<file path="config.mk">
export PLATFORM = sky130hd
export DESIGN_NAME = uart_rx_frame_and_baud_divider
export DESIGN_NICKNAME = d
export VERILOG_FILES = /design/src/logic/uart_rx_frame_and_baud_divider.v
export VERILOG_INCLUDE_DIRS = /design/src /design/src/pkg
export SDC_FILE = /design/constraint.sdc
export NUM_CORES = 1
export LEC_CHECK = 0
export ABC_AREA = 0
export BUFFER_PORTS_ARGS = -buffer_cell sky130_fd_sc_hd__buf_2
export CORE_ASPECT_RATIO = 0.8
export CORE_MARGIN = 2
export CORE_UTILIZATION = 55
export DETAILED_ROUTE_END_ITERATION = 10
export GPL_TIMING_DRIVEN = 0
export HOLD_SLACK_MARGIN = 0.1
export PLACE_DENSITY_LB_ADDON = 0.12
export SYNTH_ARGS = -nofsm -noshare
export SYNTH_HDL_FRONTEND = slang
export SYNTH_SLANG_ARGS = --single-unit
</file>
<file path="constraint.sdc">
create_clock -name clock_i -period 3.05 [get_ports clock_i]
set_input_delay 0.1525 -clock clock_i [delete_from_list [all_inputs] [get_ports clock_i]]
set_output_delay 0.1525 -clock clock_i [all_outputs]
set_load 0.02 [all_outputs]
</file>
<file path="src/pkg/uart_rx_defs.vh">
// register offsets, field positions, reset values and timing for the uart receive block
// assumes byte addresses on a 32-bit avalon-mm slave port
`ifndef UART_RX_DEFS_VH
`define UART_RX_DEFS_VH

// ----------------------------------------
// register byte offsets
// ----------------------------------------
`define OFS_RX_DATA 6'h00
`define OFS_STATUS 6'h18
`define OFS_RX_LINE_CONTROL 6'h1C
`define OFS_DIV_INTEGER 6'h24
`define OFS_DIV_FRACTION 6'h28
`define OFS_UART_CONTROL 6'h30

// ----------------------------------------
// field positions
// ----------------------------------------
`define LC_PARITY_ENABLE 1
`define LC_EVEN_SELECT 2
`define LC_TWO_STOP 3
`define LC_FIFO_ENABLE 4
`define LC_WLEN_LSB 5
`define LC_WLEN_MSB 6
`define LC_STICK_PARITY 7
`define LC_WIDTH 8
`define CTL_OVERSAMPLE 0
`define ST_RX_EMPTY 4
`define ST_RX_FULL 6
`define DATA_FRAMING_ERR 8
`define DATA_PARITY_ERR 9
`define DIV_INT_WIDTH 16
`define DIV_FRAC_WIDTH 6

// ----------------------------------------
// reset values
// ----------------------------------------
`define RST_RX_LINE_CONTROL 8'h00
`define RST_DIV_INTEGER 16'h0000
`define RST_DIV_FRACTION 6'h00
`define RST_UART_CONTROL 1'b0
`define RST_RX_EMPTY 1'b1

// ----------------------------------------
// oversampling counts, last tick index of a bit
// ----------------------------------------
`define OS_LAST_16X 4'hF
`define OS_LAST_8X 4'h7

`endif

</file>
<file path="src/logic/uart_rx_frame_and_baud_divider.v">
// uart receive framing, fractional baud divisor and receive buffer behind an avalon-mm slave
// assumes rx_serial_i is asynchronous to clock_i, the uart reference clock; bus runs on clock_i
//
// Behaviour
// RULE_01: parity checked only when enabled; even-select ignored while parity is off.
// RULE_02: even-select 0 requires odd ones over data plus parity, else parity fault.
// RULE_03: even-select 1 requires even ones over data plus parity, else parity fault.
// RULE_04: stick parity expects 0 under even, 1 under odd; cleared means normal.
// RULE_05: two-stop control 0 checks one stop bit, 1 checks two.
// RULE_06: fifo enable 0 gives one holding register, 1 buffers in receive fifo.
// RULE_07: word length 00 five, 01 six, 10 seven, 11 eight data bits.
// RULE_08: divisor counts reference clock per 16x or 8x oversample tick.
// RULE_09: divisor has 16-bit integer and 6-bit fraction; upper bits reserved.
// RULE_10: new divisor used only after the current character completes.
// RULE_11: empty flag shows holding register or fifo empty; resets to one.
// RULE_12: fraction is sixty-fourths, accumulated so average tick matches divisor.
// RULE_13: each bit sampled near centre of its oversampled period.
//
// Decided for this implementation: the Avalon-MM interface to the registers.
`timescale 1ns/1ps
`default_nettype none
`include "uart_rx_defs.vh"

module uart_rx_frame_and_baud_divider #(
  parameter FIFO_DEPTH = 16,
  parameter PTR_WIDTH = 4
) (
  input wire clock_i,
  input wire sys_rst_i,
  input wire [5:0] avs_address_i,
  input wire avs_read_i,
  input wire avs_write_i,
  input wire [3:0] avs_byteenable_i,
  input wire [31:0] avs_writedata_i,
  output reg [31:0] avs_readdata_o,
  output reg avs_waitrequest_o,
  input wire rx_serial_i,
  output reg rx_empty_o
);

  // ----------------------------------------
  // helpers
  // ----------------------------------------
  // byte-lane merge of a write into an old word
  function [31:0] merge_lanes;
    input [31:0] old_word;
    input [31:0] new_word;
    input [3:0] lanes;
    integer k;
    begin
      merge_lanes = old_word;
      for (k = 0; k < 4; k = k + 1) begin
        if (lanes[k]) begin
          merge_lanes[k*8 +: 8] = new_word[k*8 +: 8];
        end
      end
    end
  endfunction

  localparam [2:0] ST_IDLE = 3'd0;
  localparam [2:0] ST_START = 3'd1;
  localparam [2:0] ST_DATA = 3'd2;
  localparam [2:0] ST_PARITY = 3'd3;
  localparam [2:0] ST_STOP = 3'd4;

  // ----------------------------------------
  // registers seen by software, the pending swap flag and the active divisor copies
  // ----------------------------------------
  reg [`LC_WIDTH-1:0] rx_line_control;
  reg [`DIV_INT_WIDTH-1:0] baud_divisor_integer;
  reg [`DIV_FRAC_WIDTH-1:0] baud_divisor_fraction;
  reg oversample_select;
  reg div_pending;
  reg [`DIV_INT_WIDTH-1:0] div_int_active;
  reg [`DIV_FRAC_WIDTH-1:0] div_frac_active;

  wire rx_parity_enable = rx_line_control[`LC_PARITY_ENABLE];
  wire rx_even_select = rx_line_control[`LC_EVEN_SELECT];
  wire rx_two_stop_select = rx_line_control[`LC_TWO_STOP];
  wire rx_fifo_enable = rx_line_control[`LC_FIFO_ENABLE];
  wire [1:0] rx_word_length = rx_line_control[`LC_WLEN_MSB:`LC_WLEN_LSB];
  wire rx_stick_parity = rx_line_control[`LC_STICK_PARITY];

  // ----------------------------------------
  // bus handshake
  // ----------------------------------------
  wire req = avs_read_i | avs_write_i;
  wire accept = req & ~avs_waitrequest_o;
  wire wr_accept = accept & avs_write_i;
  wire rd_accept = accept & avs_read_i;
  wire div_wr = wr_accept && (avs_address_i == `OFS_DIV_INTEGER || avs_address_i == `OFS_DIV_FRACTION);

  // fifo state, declared early for the read mux
  reg [9:0] fifo_mem [0:FIFO_DEPTH-1];
  reg [PTR_WIDTH-1:0] wr_ptr;
  reg [PTR_WIDTH-1:0] rd_ptr;
  reg [PTR_WIDTH:0] fill;
  wire [PTR_WIDTH:0] capacity = rx_fifo_enable ? FIFO_DEPTH[PTR_WIDTH:0] : {{PTR_WIDTH{1'b0}}, 1'b1}; // [RULE_06]
  wire buf_empty = (fill == {(PTR_WIDTH+1){1'b0}});
  wire buf_full = (fill >= capacity);

  // read data mux, unmapped offsets read as zero
  reg [31:0] next_readdata;
  always @* begin
    next_readdata = 32'h00000000;
    case (avs_address_i)
      `OFS_RX_DATA: next_readdata = buf_empty ? 32'h00000000 : {22'h0, fifo_mem[rd_ptr]};
      `OFS_STATUS: next_readdata = ({31'h0, buf_empty} << `ST_RX_EMPTY) | ({31'h0, buf_full} << `ST_RX_FULL);
      `OFS_RX_LINE_CONTROL: next_readdata = {{(32-`LC_WIDTH){1'b0}}, rx_line_control};
      `OFS_DIV_INTEGER: next_readdata = {16'h0, baud_divisor_integer};
      `OFS_DIV_FRACTION: next_readdata = {26'h0, baud_divisor_fraction};
      `OFS_UART_CONTROL: next_readdata = {31'h0, oversample_select};
      default: next_readdata = 32'h00000000;
    endcase
  end

  // one wait cycle per request: waitrequest drops for the accepting edge only
  always @(posedge clock_i) begin
    if (sys_rst_i) begin
      avs_waitrequest_o <= 1'b1;
      avs_readdata_o <= 32'h00000000;
    end else begin
      avs_waitrequest_o <= ~(req & avs_waitrequest_o);
      if (req & avs_waitrequest_o & avs_read_i) begin
        avs_readdata_o <= next_readdata;
      end
    end
  end

  // register writes merge lanes into the word the read mux shows; reserved bits are dropped so they read as zero
  wire [31:0] merged = merge_lanes(next_readdata, avs_writedata_i, avs_byteenable_i);

  reg [2:0] state;
  wire rx_idle = (state == ST_IDLE);
  wire div_swap = div_pending && rx_idle && !div_wr;

  always @(posedge clock_i) begin
    if (sys_rst_i) begin
      rx_line_control <= `RST_RX_LINE_CONTROL;
      baud_divisor_integer <= `RST_DIV_INTEGER;
      baud_divisor_fraction <= `RST_DIV_FRACTION;
      oversample_select <= `RST_UART_CONTROL;
      div_pending <= 1'b0;
      div_int_active <= `RST_DIV_INTEGER;
      div_frac_active <= `RST_DIV_FRACTION;
    end else begin
      if (wr_accept) begin
        case (avs_address_i)
          `OFS_RX_LINE_CONTROL: rx_line_control <= {merged[`LC_WIDTH-1:1], 1'b0}; // bit 0 is reserved
          `OFS_DIV_INTEGER: baud_divisor_integer <= merged[`DIV_INT_WIDTH-1:0]; // [RULE_09]
          `OFS_DIV_FRACTION: baud_divisor_fraction <= merged[`DIV_FRAC_WIDTH-1:0]; // [RULE_09]
          `OFS_UART_CONTROL: oversample_select <= merged[`CTL_OVERSAMPLE];
          default: rx_line_control <= rx_line_control;
        endcase
      end
      // a divisor write arms a swap; the swap waits for the line to go idle
      if (div_wr) begin
        div_pending <= 1'b1;
      end else if (div_swap) begin
        div_pending <= 1'b0; // [RULE_10]
        div_int_active <= baud_divisor_integer;
        div_frac_active <= baud_divisor_fraction;
      end
    end
  end

  // ----------------------------------------
  // fractional baud tick generator
  // ----------------------------------------
  // each tick spans the integer count plus one extra cycle whenever the
  // sixty-fourths accumulator overflows, so the mean period is exact
  reg [`DIV_INT_WIDTH-1:0] tick_cnt;
  reg [`DIV_FRAC_WIDTH-1:0] frac_acc;
  reg os_tick;
  wire [`DIV_FRAC_WIDTH:0] acc_sum = {1'b0, frac_acc} + {1'b0, div_frac_active};

  always @(posedge clock_i) begin
    if (sys_rst_i) begin
      tick_cnt <= 16'h0000;
      frac_acc <= 6'h00;
      os_tick <= 1'b0;
    end else begin
      os_tick <= 1'b0;
      if (div_swap) begin
        tick_cnt <= 16'h0000; // restart, a long count left from the old rate would stall it [RULE_10]
        frac_acc <= 6'h00;
      end else if (div_int_active != 16'h0000) begin
        if (tick_cnt == 16'h0000) begin
          os_tick <= 1'b1; // [RULE_08]
          frac_acc <= acc_sum[`DIV_FRAC_WIDTH-1:0]; // [RULE_12]
          tick_cnt <= div_int_active - 16'h0001 + {15'h0000, acc_sum[`DIV_FRAC_WIDTH]}; // [RULE_12]
        end else begin
          tick_cnt <= tick_cnt - 16'h0001;
        end
      end
    end
  end

  // ----------------------------------------
  // serial input synchroniser
  // ----------------------------------------
  reg rx_meta;
  reg rx_sync;
  reg rx_prev;
  always @(posedge clock_i) begin
    if (sys_rst_i) begin
      rx_meta <= 1'b1;
      rx_sync <= 1'b1;
      rx_prev <= 1'b1;
    end else begin
      rx_meta <= rx_serial_i;
      rx_sync <= rx_meta;
      rx_prev <= rx_sync;
    end
  end

  // ----------------------------------------
  // receive frame state machine
  // ----------------------------------------
  reg [3:0] os_cnt;
  reg [2:0] bit_idx;
  reg [7:0] shreg;
  reg par_bit;
  reg stop_idx;
  reg frame_err;
  reg push;
  wire [3:0] os_last = oversample_select ? `OS_LAST_8X : `OS_LAST_16X; // [RULE_08]
  wire [3:0] os_half = {1'b0, os_last[3:1]};
  wire [2:0] last_bit = {1'b1, rx_word_length}; // [RULE_07]
  wire bit_centre = os_tick && (os_cnt == os_last);

  // unused upper data bits are zero, so a full xor covers any word length
  wire par_xor = (^shreg) ^ par_bit;
  wire stick_bad = (par_bit != ~rx_even_select); // [RULE_04]
  wire norm_bad = rx_even_select ? par_xor : ~par_xor; // [RULE_02] [RULE_03]
  wire par_fault = rx_parity_enable & (rx_stick_parity ? stick_bad : norm_bad); // [RULE_01]

  always @(posedge clock_i) begin
    if (sys_rst_i) begin
      state <= ST_IDLE;
      os_cnt <= 4'h0;
      bit_idx <= 3'd0;
      shreg <= 8'h00;
      par_bit <= 1'b0;
      stop_idx <= 1'b0;
      frame_err <= 1'b0;
      push <= 1'b0;
    end else begin
      push <= 1'b0;
      if (os_tick && !bit_centre && state != ST_IDLE) begin
        os_cnt <= os_cnt + 4'h1;
      end
      case (state)
        ST_IDLE: begin
          if (!rx_sync && rx_prev) begin // edge only: a low stop bit must not restart a frame
            state <= ST_START;
            os_cnt <= 4'h0;
          end
        end
        ST_START: begin
          // confirm the start bit at its centre to reject glitches
          if (os_tick && os_cnt == os_half) begin // [RULE_13]
            os_cnt <= 4'h0;
            bit_idx <= 3'd0;
            shreg <= 8'h00;
            frame_err <= 1'b0;
            par_bit <= 1'b0;
            state <= rx_sync ? ST_IDLE : ST_DATA;
          end
        end
        ST_DATA: begin
          if (bit_centre) begin // [RULE_13]
            os_cnt <= 4'h0;
            shreg[bit_idx] <= rx_sync;
            bit_idx <= bit_idx + 3'd1;
            if (bit_idx == last_bit) begin // [RULE_07]
              stop_idx <= 1'b0;
              state <= rx_parity_enable ? ST_PARITY : ST_STOP; // [RULE_01]
            end
          end
        end
        ST_PARITY: begin
          if (bit_centre) begin
            os_cnt <= 4'h0;
            par_bit <= rx_sync;
            state <= ST_STOP;
          end
        end
        ST_STOP: begin
          if (bit_centre) begin
            os_cnt <= 4'h0;
            frame_err <= frame_err | ~rx_sync;
            if (rx_two_stop_select && !stop_idx) begin // [RULE_05]
              stop_idx <= 1'b1;
            end else begin
              push <= 1'b1;
              state <= ST_IDLE;
            end
          end
        end
        default: state <= ST_IDLE;
      endcase
    end
  end

  // ----------------------------------------
  // receive buffer
  // ----------------------------------------
  // the word is written one cycle after the last stop sample so that the
  // stop-bit error flag is already settled; a full buffer drops the word
  wire pop = rd_accept && (avs_address_i == `OFS_RX_DATA) && !buf_empty;
  wire do_push = push && !buf_full;
  wire [9:0] rx_word = {par_fault, frame_err, shreg};

  // storage is not reset; fill alone says which words are valid
  always @(posedge clock_i) begin
    if (sys_rst_i) begin
      wr_ptr <= {PTR_WIDTH{1'b0}};
      rd_ptr <= {PTR_WIDTH{1'b0}};
      fill <= {(PTR_WIDTH+1){1'b0}};
      rx_empty_o <= `RST_RX_EMPTY;
    end else begin
      if (do_push) begin
        fifo_mem[wr_ptr] <= rx_word;
        wr_ptr <= wr_ptr + {{(PTR_WIDTH-1){1'b0}}, 1'b1};
      end
      if (pop) begin
        rd_ptr <= rd_ptr + {{(PTR_WIDTH-1){1'b0}}, 1'b1};
      end
      if (do_push && !pop) begin
        fill <= fill + {{PTR_WIDTH{1'b0}}, 1'b1};
      end else if (pop && !do_push) begin
        fill <= fill - {{PTR_WIDTH{1'b0}}, 1'b1};
      end
      // empty follows the buffer in either mode
      rx_empty_o <= !do_push && (buf_empty || (fill == {{PTR_WIDTH{1'b0}}, 1'b1} && pop)); // [RULE_11]
    end
  end

endmodule
`default_nettype wire

</file>
Word-level counts from Yosys, hierarchy flattened
Memories as Yosys holds them, arrays and structs flattened. A register that Yosys moved wholly into a read port is not among the register bits.
Cells that the tools add are included.
{ "totals": {"n_memories": 1, "regBits": 148, "wordCells": 191, "output_inout_bits": 34, "ramBits": 160, "input_bits": 47} }
{ "memory_table": {"columns": ["name", "words", "width", "read_ports", "rd_ports_with_merged_regs", "write_ports", "line", "source"], "rows": [
  ["fifo_mem", 16, 10, 1, 1, 1, "uart_rx_frame_and_baud_divider.v:94", "reg [9:0] fifo_mem [0:FIFO_DEPTH-1];"]
]} }
{ "classes": {"n_lt_le_gt_ge": 3, "add_sub_neg": 10, "bitwise": 19, "eq_ne": 22, "reduce_logical": 55, "muxes": 54} }
{ "ops": {"columns": ["op", "count"], "rows": [
  ["16-bit case mux with 6 select lines", 1],
  ["8-bit 2-to-1 mux", 4],
  ["16-bit by 1-bit subtractor with 16-bit output, second input constant", 2],
  ["3-bit 2-to-1 mux", 10],
  ["4-bit 2-to-1 mux", 7],
  ["6-bit equality test, second input constant", 3],
  ["1-bit logical AND", 17],
  ["1-bit 2-to-1 mux", 17],
  ["16-bit by 1-bit adder with 16-bit output", 1],
  ["16-bit zero test", 1],
  ["16-bit 2-to-1 mux", 1],
  ["8-bit case mux with 2 select lines", 1],
  ["16-bit nonzero test", 1],
  ["5-bit 2-to-1 mux", 3],
  ["3-bit case mux with 5 select lines", 1],
  ["2-bit inequality test, second input constant", 7],
  ["4-bit by 1-bit adder with 4-bit output, second input constant", 3],
  ["6-bit by 5-bit equality test with 1-bit output, second input constant", 2],
  ["4-bit case mux with 3 select lines", 1],
  ["2-bit AND reduction", 6],
  ["2-bit nonzero test", 6],
  ["10-bit 2-to-1 mux", 1],
  ["1-bit inverter", 9],
  ["3-bit AND reduction", 3],
  ["other kinds (36)", 55]
]} }

Longest topological paths before layout
{ "depth": {"word_depth": 9, "mapped_depth": 17, "depth_no_buf": 16} }

Worst setup path after synthesis
OpenSTA, ideal clock, no wires.
{ "synth_timing": {"path_type": "flip-flop to flip-flop", "from": "register fill[0]", "to": "memory fifo_mem[3][0], enable pin", "path_buffers": 0, "path_stages_with_launch": 8, "setup_slack_ps": 90, "setup_ps": 376, "arrival_ps": 2583, "period_less_slack_ps": 2960, "required_ps": 2674, "cell_sequence": "dfxtp_1 -> inv_1 -> ha_1 -> or4b_2 -> o32ai_1 -> nand2_1 -> or3_1 -> nor2_1"} }
{ "synth_via": {"elab_chain_len": 6} }
{ "synth_lines": {"columns": ["element", "line", "source"], "rows": [
  ["start: declaration", "uart_rx_frame_and_baud_divider.v:97", "reg [PTR_WIDTH:0] fill;"],
  ["start signal: assignment", "uart_rx_frame_and_baud_divider.v:320", "fill <= {(PTR_WIDTH+1){1'b0}};"],
  ["start signal: assignment", "uart_rx_frame_and_baud_divider.v:331", "fill <= fill + {{PTR_WIDTH{1'b0}}, 1'b1};"],
  ["start signal: assignment", "uart_rx_frame_and_baud_divider.v:333", "fill <= fill - {{PTR_WIDTH{1'b0}}, 1'b1};"],
  ["5-bit >= comparator", "uart_rx_frame_and_baud_divider.v:100", "wire buf_full = (fill >= capacity);"],
  ["1-bit zero test", "uart_rx_frame_and_baud_divider.v:312", "wire do_push = push && !buf_full;"],
  ["1-bit logical AND", "uart_rx_frame_and_baud_divider.v:312", null],
  ["1-bit 2-to-1 mux", "uart_rx_frame_and_baud_divider.v:323", "if (do_push) begin"],
  ["1-bit 2-to-1 mux", "uart_rx_frame_and_baud_divider.v:317", "if (sys_rst_i) begin"],
  ["1-bit 2-to-1 mux (not written as such)", "uart_rx_frame_and_baud_divider.v:324", "fifo_mem[wr_ptr] <= rx_word;"],
  ["end: declaration", "uart_rx_frame_and_baud_divider.v:94", null]
]} }
No other way between the ends.

Worst setup path after layout
{ "layout_timing": {"from": "register frac_acc[0]", "to": "register tick_cnt[8]"} }
{ "layout_via": {"elab_chain_len": 3} }
{ "layout_lines": {"columns": ["element", "line", "source"], "rows": [
  ["start: declaration", "uart_rx_frame_and_baud_divider.v:173", "reg [`DIV_FRAC_WIDTH-1:0] frac_acc;"],
  ["start signal: assignment", "uart_rx_frame_and_baud_divider.v:190", "frac_acc <= acc_sum[`DIV_FRAC_WIDTH-1:0];"],
  ["6-bit by 6-bit adder with 7-bit output", "uart_rx_frame_and_baud_divider.v:175", "wire [`DIV_FRAC_WIDTH:0] acc_sum = {1'b0, frac_acc} + {1'b0, div_frac_active};"],
  ["16-bit by 1-bit adder with 16-bit output", "uart_rx_frame_and_baud_divider.v:191", "tick_cnt <= div_int_active - 16'h0001 + {15'h0000, acc_sum[`DIV_FRAC_WIDTH]};"],
  ["16-bit 2-to-1 mux", "uart_rx_frame_and_baud_divider.v:188", "if (tick_cnt == 16'h0000) begin"],
  ["end signal: assignment", "uart_rx_frame_and_baud_divider.v:191", null],
  ["end signal: assignment", "uart_rx_frame_and_baud_divider.v:193", "tick_cnt <= tick_cnt - 16'h0001;"],
  ["end: declaration", "uart_rx_frame_and_baud_divider.v:172", "reg [`DIV_INT_WIDTH-1:0] tick_cnt;"]
]} }
No other way between the ends.
A chain may end at the register's enable or synchronous reset.

==> results.json <==
{
  "outcome": "complete, but fails checks",
  "violations": "setup timing",
  "timing.fmax_mhz": 327.7,
  "synth_cell_types": 65,
  "end_kind": "flip-flop",
  "synth_top_family_by_area": "simple AND/OR/NAND/NOR gates",
  "rsz0062_at_grt": "yes",
  "syn_area_per_cell_um2": 11.80,
  "layout_commonest_cell": "edfxtp_1",
  "drive_gt1_share_pct": 19.03,
  "yosysWarnings": 0,
  "die_x_um": 175.8,
  "cap_viol_max_count": 0,
  "cp_data_arrival_time_ps": 3500,
  "final-hold-violation-count": 0,
  "synthFlopType": "edfxtp_1",
  "async_reset_ff_share_pct": 0,
  "synth_compound_area_share_pct": 9.800,
  "antenna_cells": 0,
  "hold_class": "in -> reg",
  "maxSlewHeadroom_pct": 34.48,
  "synth_cells": 1100,
  "final_util_pct": 66.30,
  "h-tree-depth": 1,
  "peakVddDrop_v": 0.0003945,
  "grt_overflow": 0,
  "dieArea_um2": 24860,
  "layout_common_cells": "160 x edfxtp_1, 133 x dfxtp_1, 114 x nor2_1, 74 x nand2_1, 64 x o21ai_0",
  "cp_max_fo": 5,
  "tightest_slew_ps": 974.7,
  "timing.final.crit_period_ps": 3051,
  "stdcell_area_um2": 15430,
  "regArea_um2": 7533,
  "multi_input_area_um2": 5368,
  "path_class": "reg -> reg",
  "start_util_pct": 55.80,
  "syn_area_um2": 12980,
  "clock_skew_ps": 12.82,
  "cp_data_required_time_ps": 3500,
  "fin_crit_sh_pct": 100.0,
  "grt_pass1_wl_um": 50770,
  "finalSetupViolCount": 1,
  "drc_errors": 0,
  "num_vias": 9310,
  "grt.total_usage_pct": 26.82,
  "dp_hpwl_um": 22420,
  "cts_buffer_depth": 3,
  "fin_hold_ws_ps": 125.8,
  "io_pins": 81,
  "layout_setup_ws_ps": -1.380,
  "gp_congestion": 0.9378,
  "cts_tree": "built",
  "grt_max_degree": 19,
  "synth-simple-area-share_pct": 12.72,
  "synth.yosys.seq_area_share_pct": 57.97,
  "finalNetCount": 1305,
  "synth_adder_area_share_pct": 2.370,
  "fillers": 1775,
  "cts-root-buf": "clkbuf_16",
  "ant_nets": 0,
  "clkTransAtPathRegs_ps": 70,
  "viasPerCell": 5.938,
  "drtIter0Drc": 1065,
  "clkLatencyLatePin_ps": 540,
  "numCtsBuffers": 29,
  "dpl_cell_area_um2": 13650,
  "numPortBuffers": 44,
  "synthMuxAreaShare_pct": 10.95,
  "num_rows": 50,
  "maxSlewViolCount": 0,
  "wire_per_inst_um": 21.20,
  "clock_sinks": 296,
  "p_leak_nw": 5.621,
  "core_um2": 23270,
  "routed_wirelength_um": 33240,
  "synth_xor_area_share_pct": 2.765,
  "syn2layout_area_growth_pct": 18.82,
  "firstDrtPassIters": 6,
  "synth_edf_count": 160,
  "powerDensity_nw_per_um2": 512.3,
  "antenna_found_initial": 0,
  "fp.dieH_um": 141.4,
  "cp-start-kind": "flip-flop",
  "ys_ff_latch": 296,
  "first_global_vias": 8871
}
[critical path, cell delays in order, from the launching register on]
cell	delay, ps
dfxtp_4	350
ha_4	150
inv_2	50
fa_2	200
nor2b_1	50
o21ai_1	160
nand2b_1	100
a21o_1	180
a21oi_2	120
ha_2	210
ha_4	150
nand2b_4	50
or3_4	370
nor4_4	240
xor2_1	260
o21ai_1	80
a211oi_1	240
[cells by family (layout without fill, tap and decap cells)]
| kind of cell | Yosys count | in the layout |
|---|---|---|
| compound gates | 206 | 206 |
| xor+xnor | 41 | 41 |
| fa+ha+maj | 24 | 24 |
| buf+inv | 94 | 235 |
| flops | 296 | 296 |
| mux | 92 | 92 |
| other cells | 1 | 16 |
| simple gates | 346 | 346 |
[what timing repair did]
| action | in CTS | in global routing |
|---|---|---|
| gates resized for setup | 54 | 19 |
| gates cloned | 0 | 0 |
| setup endpoints to repair | 185 | 70 |
| hold buffers | 17 | 0 |
| pin swaps | 23 | 12 |
| hold endpoints to repair | 10 | 0 |
| buffers inserted | 21 | 7 |
[layer usage]
| metal | track usage (%) | wire length (um) | vias to the layer above |
|---|---|---|---|
| met1 | 42.81 | 15220 | 4553 |
| met5 | 0 | 0 | - |
| met2 | 38.67 | 14350 | 393 |
| met4 | 6.133 | 668 | 0 |
| li1 | - | - | 4319 |
| met3 | 4.126 | 3006 | 45 |
[registers in the layout (all words and copies together) (netlist names), 7 cells and up, named ones only]
signal / flops
fifo_mem: 160
rx_line_control: 7
tick_cnt: 16
baud_divisor_integer: 16
avs_readdata_o: 16
div_int_active: 16
shreg: 8
[power by group]
| group | switching (mW) | leakage, nW | internal, mW | total [mW] |
|---|---|---|---|---|
| Combinational | 0.144 | 2.35 | 0.0695 | 0.214 |
| Clock | 1.51 | 0.443 | 2.00 | 3.51 |
| Sequential | 0.0136 | 2.82 | 4.17 | 4.18 |
[layout make-up]
class                      count  share of cell area, %
clock buffer                  38                  4.923
clock inverter                15                 0.9651
buffer                        71                  2.303
tap                          312                  2.530
multi-input combinational    725                  34.79
inverter                      22                 0.5515
timing repair buffer          89                  5.109
sequential                   296                  48.83
[path summary, 6_finish.rpt]
path | startpoint | to | slack [ps] | cells past startpoint
worst max-delay path | frac_acc[0]$_SDFFE_PP0P_ | tick_cnt[8]$_SDFFE_PP0N_ | -1 | 16
worst min-delay path | avs_writedata_i[5] | baud_divisor_integer[5]$_SDFFE_PP0P_ | 130 | 5
worst max register to register | frac_acc[0]$_SDFFE_PP0P_ | tick_cnt[8]$_SDFFE_PP0N_ | -1 | 16
worst min register to register | rx_meta$_SDFF_PP1_ | rx_sync$_SDFF_PP1_ | 420 | 1
[stage by stage]
step	total power [mW]	setup WS, ps	std cells	TNS (ps)
CTS	7.918	24.90	1561	0
global placement	4.463	-709.7	1471	-102550
floorplan	4.383	90.38	1115	0
global route	8.111	-155.4	1568	-431.9
detailed placement	4.463	-705.3	1471	-100330
finish	7.904	-1.380	1568	-1.380
[Yosys cell counts (3+ instances only)]
| master | count | area, um^2 |
|---|---|---|
| xor2_1 | 20 | 175.2 |
| a21oi_1 | 58 | 290.3 |
| a222oi_1 | 5 | 50.05 |
| dfxtp_1 | 136 | 2723 |
| nor2_1 | 130 | 488.0 |
| mux4_2 | 40 | 900.9 |
| o211ai_1 | 4 | 30.03 |
| nand3_1 | 31 | 155.2 |
| nand2b_1 | 5 | 31.28 |
| buf_2 | 8 | 40.04 |
| buf_4 | 17 | 127.6 |
| nor3b_1 | 4 | 30.03 |
| a21o_1 | 4 | 30.03 |
| a31oi_1 | 6 | 37.54 |
| nor4_1 | 4 | 25.02 |
| edfxtp_1 | 160 | 4805 |
| a22oi_1 | 3 | 22.52 |
| or2_2 | 4 | 25.02 |
| mux2i_1 | 52 | 520.5 |
| clkbuf_1 | 43 | 161.4 |
| or4_1 | 4 | 30.03 |
| xnor2_1 | 21 | 183.9 |
| inv_1 | 20 | 75.07 |
| nand3b_1 | 5 | 37.54 |
| a211oi_1 | 33 | 247.7 |
| o21a_1 | 8 | 60.06 |
| nand4_1 | 9 | 56.30 |
| nand2_1 | 75 | 281.5 |
| o21ai_0 | 67 | 335.3 |
| nor2b_1 | 16 | 100.1 |
| or4b_2 | 3 | 30.03 |
| ha_1 | 23 | 287.8 |
| or3_1 | 11 | 68.82 |
| and2_1 | 5 | 31.28 |
| nor3_1 | 26 | 130.1 |
Power figures use the tool's default switching activity.
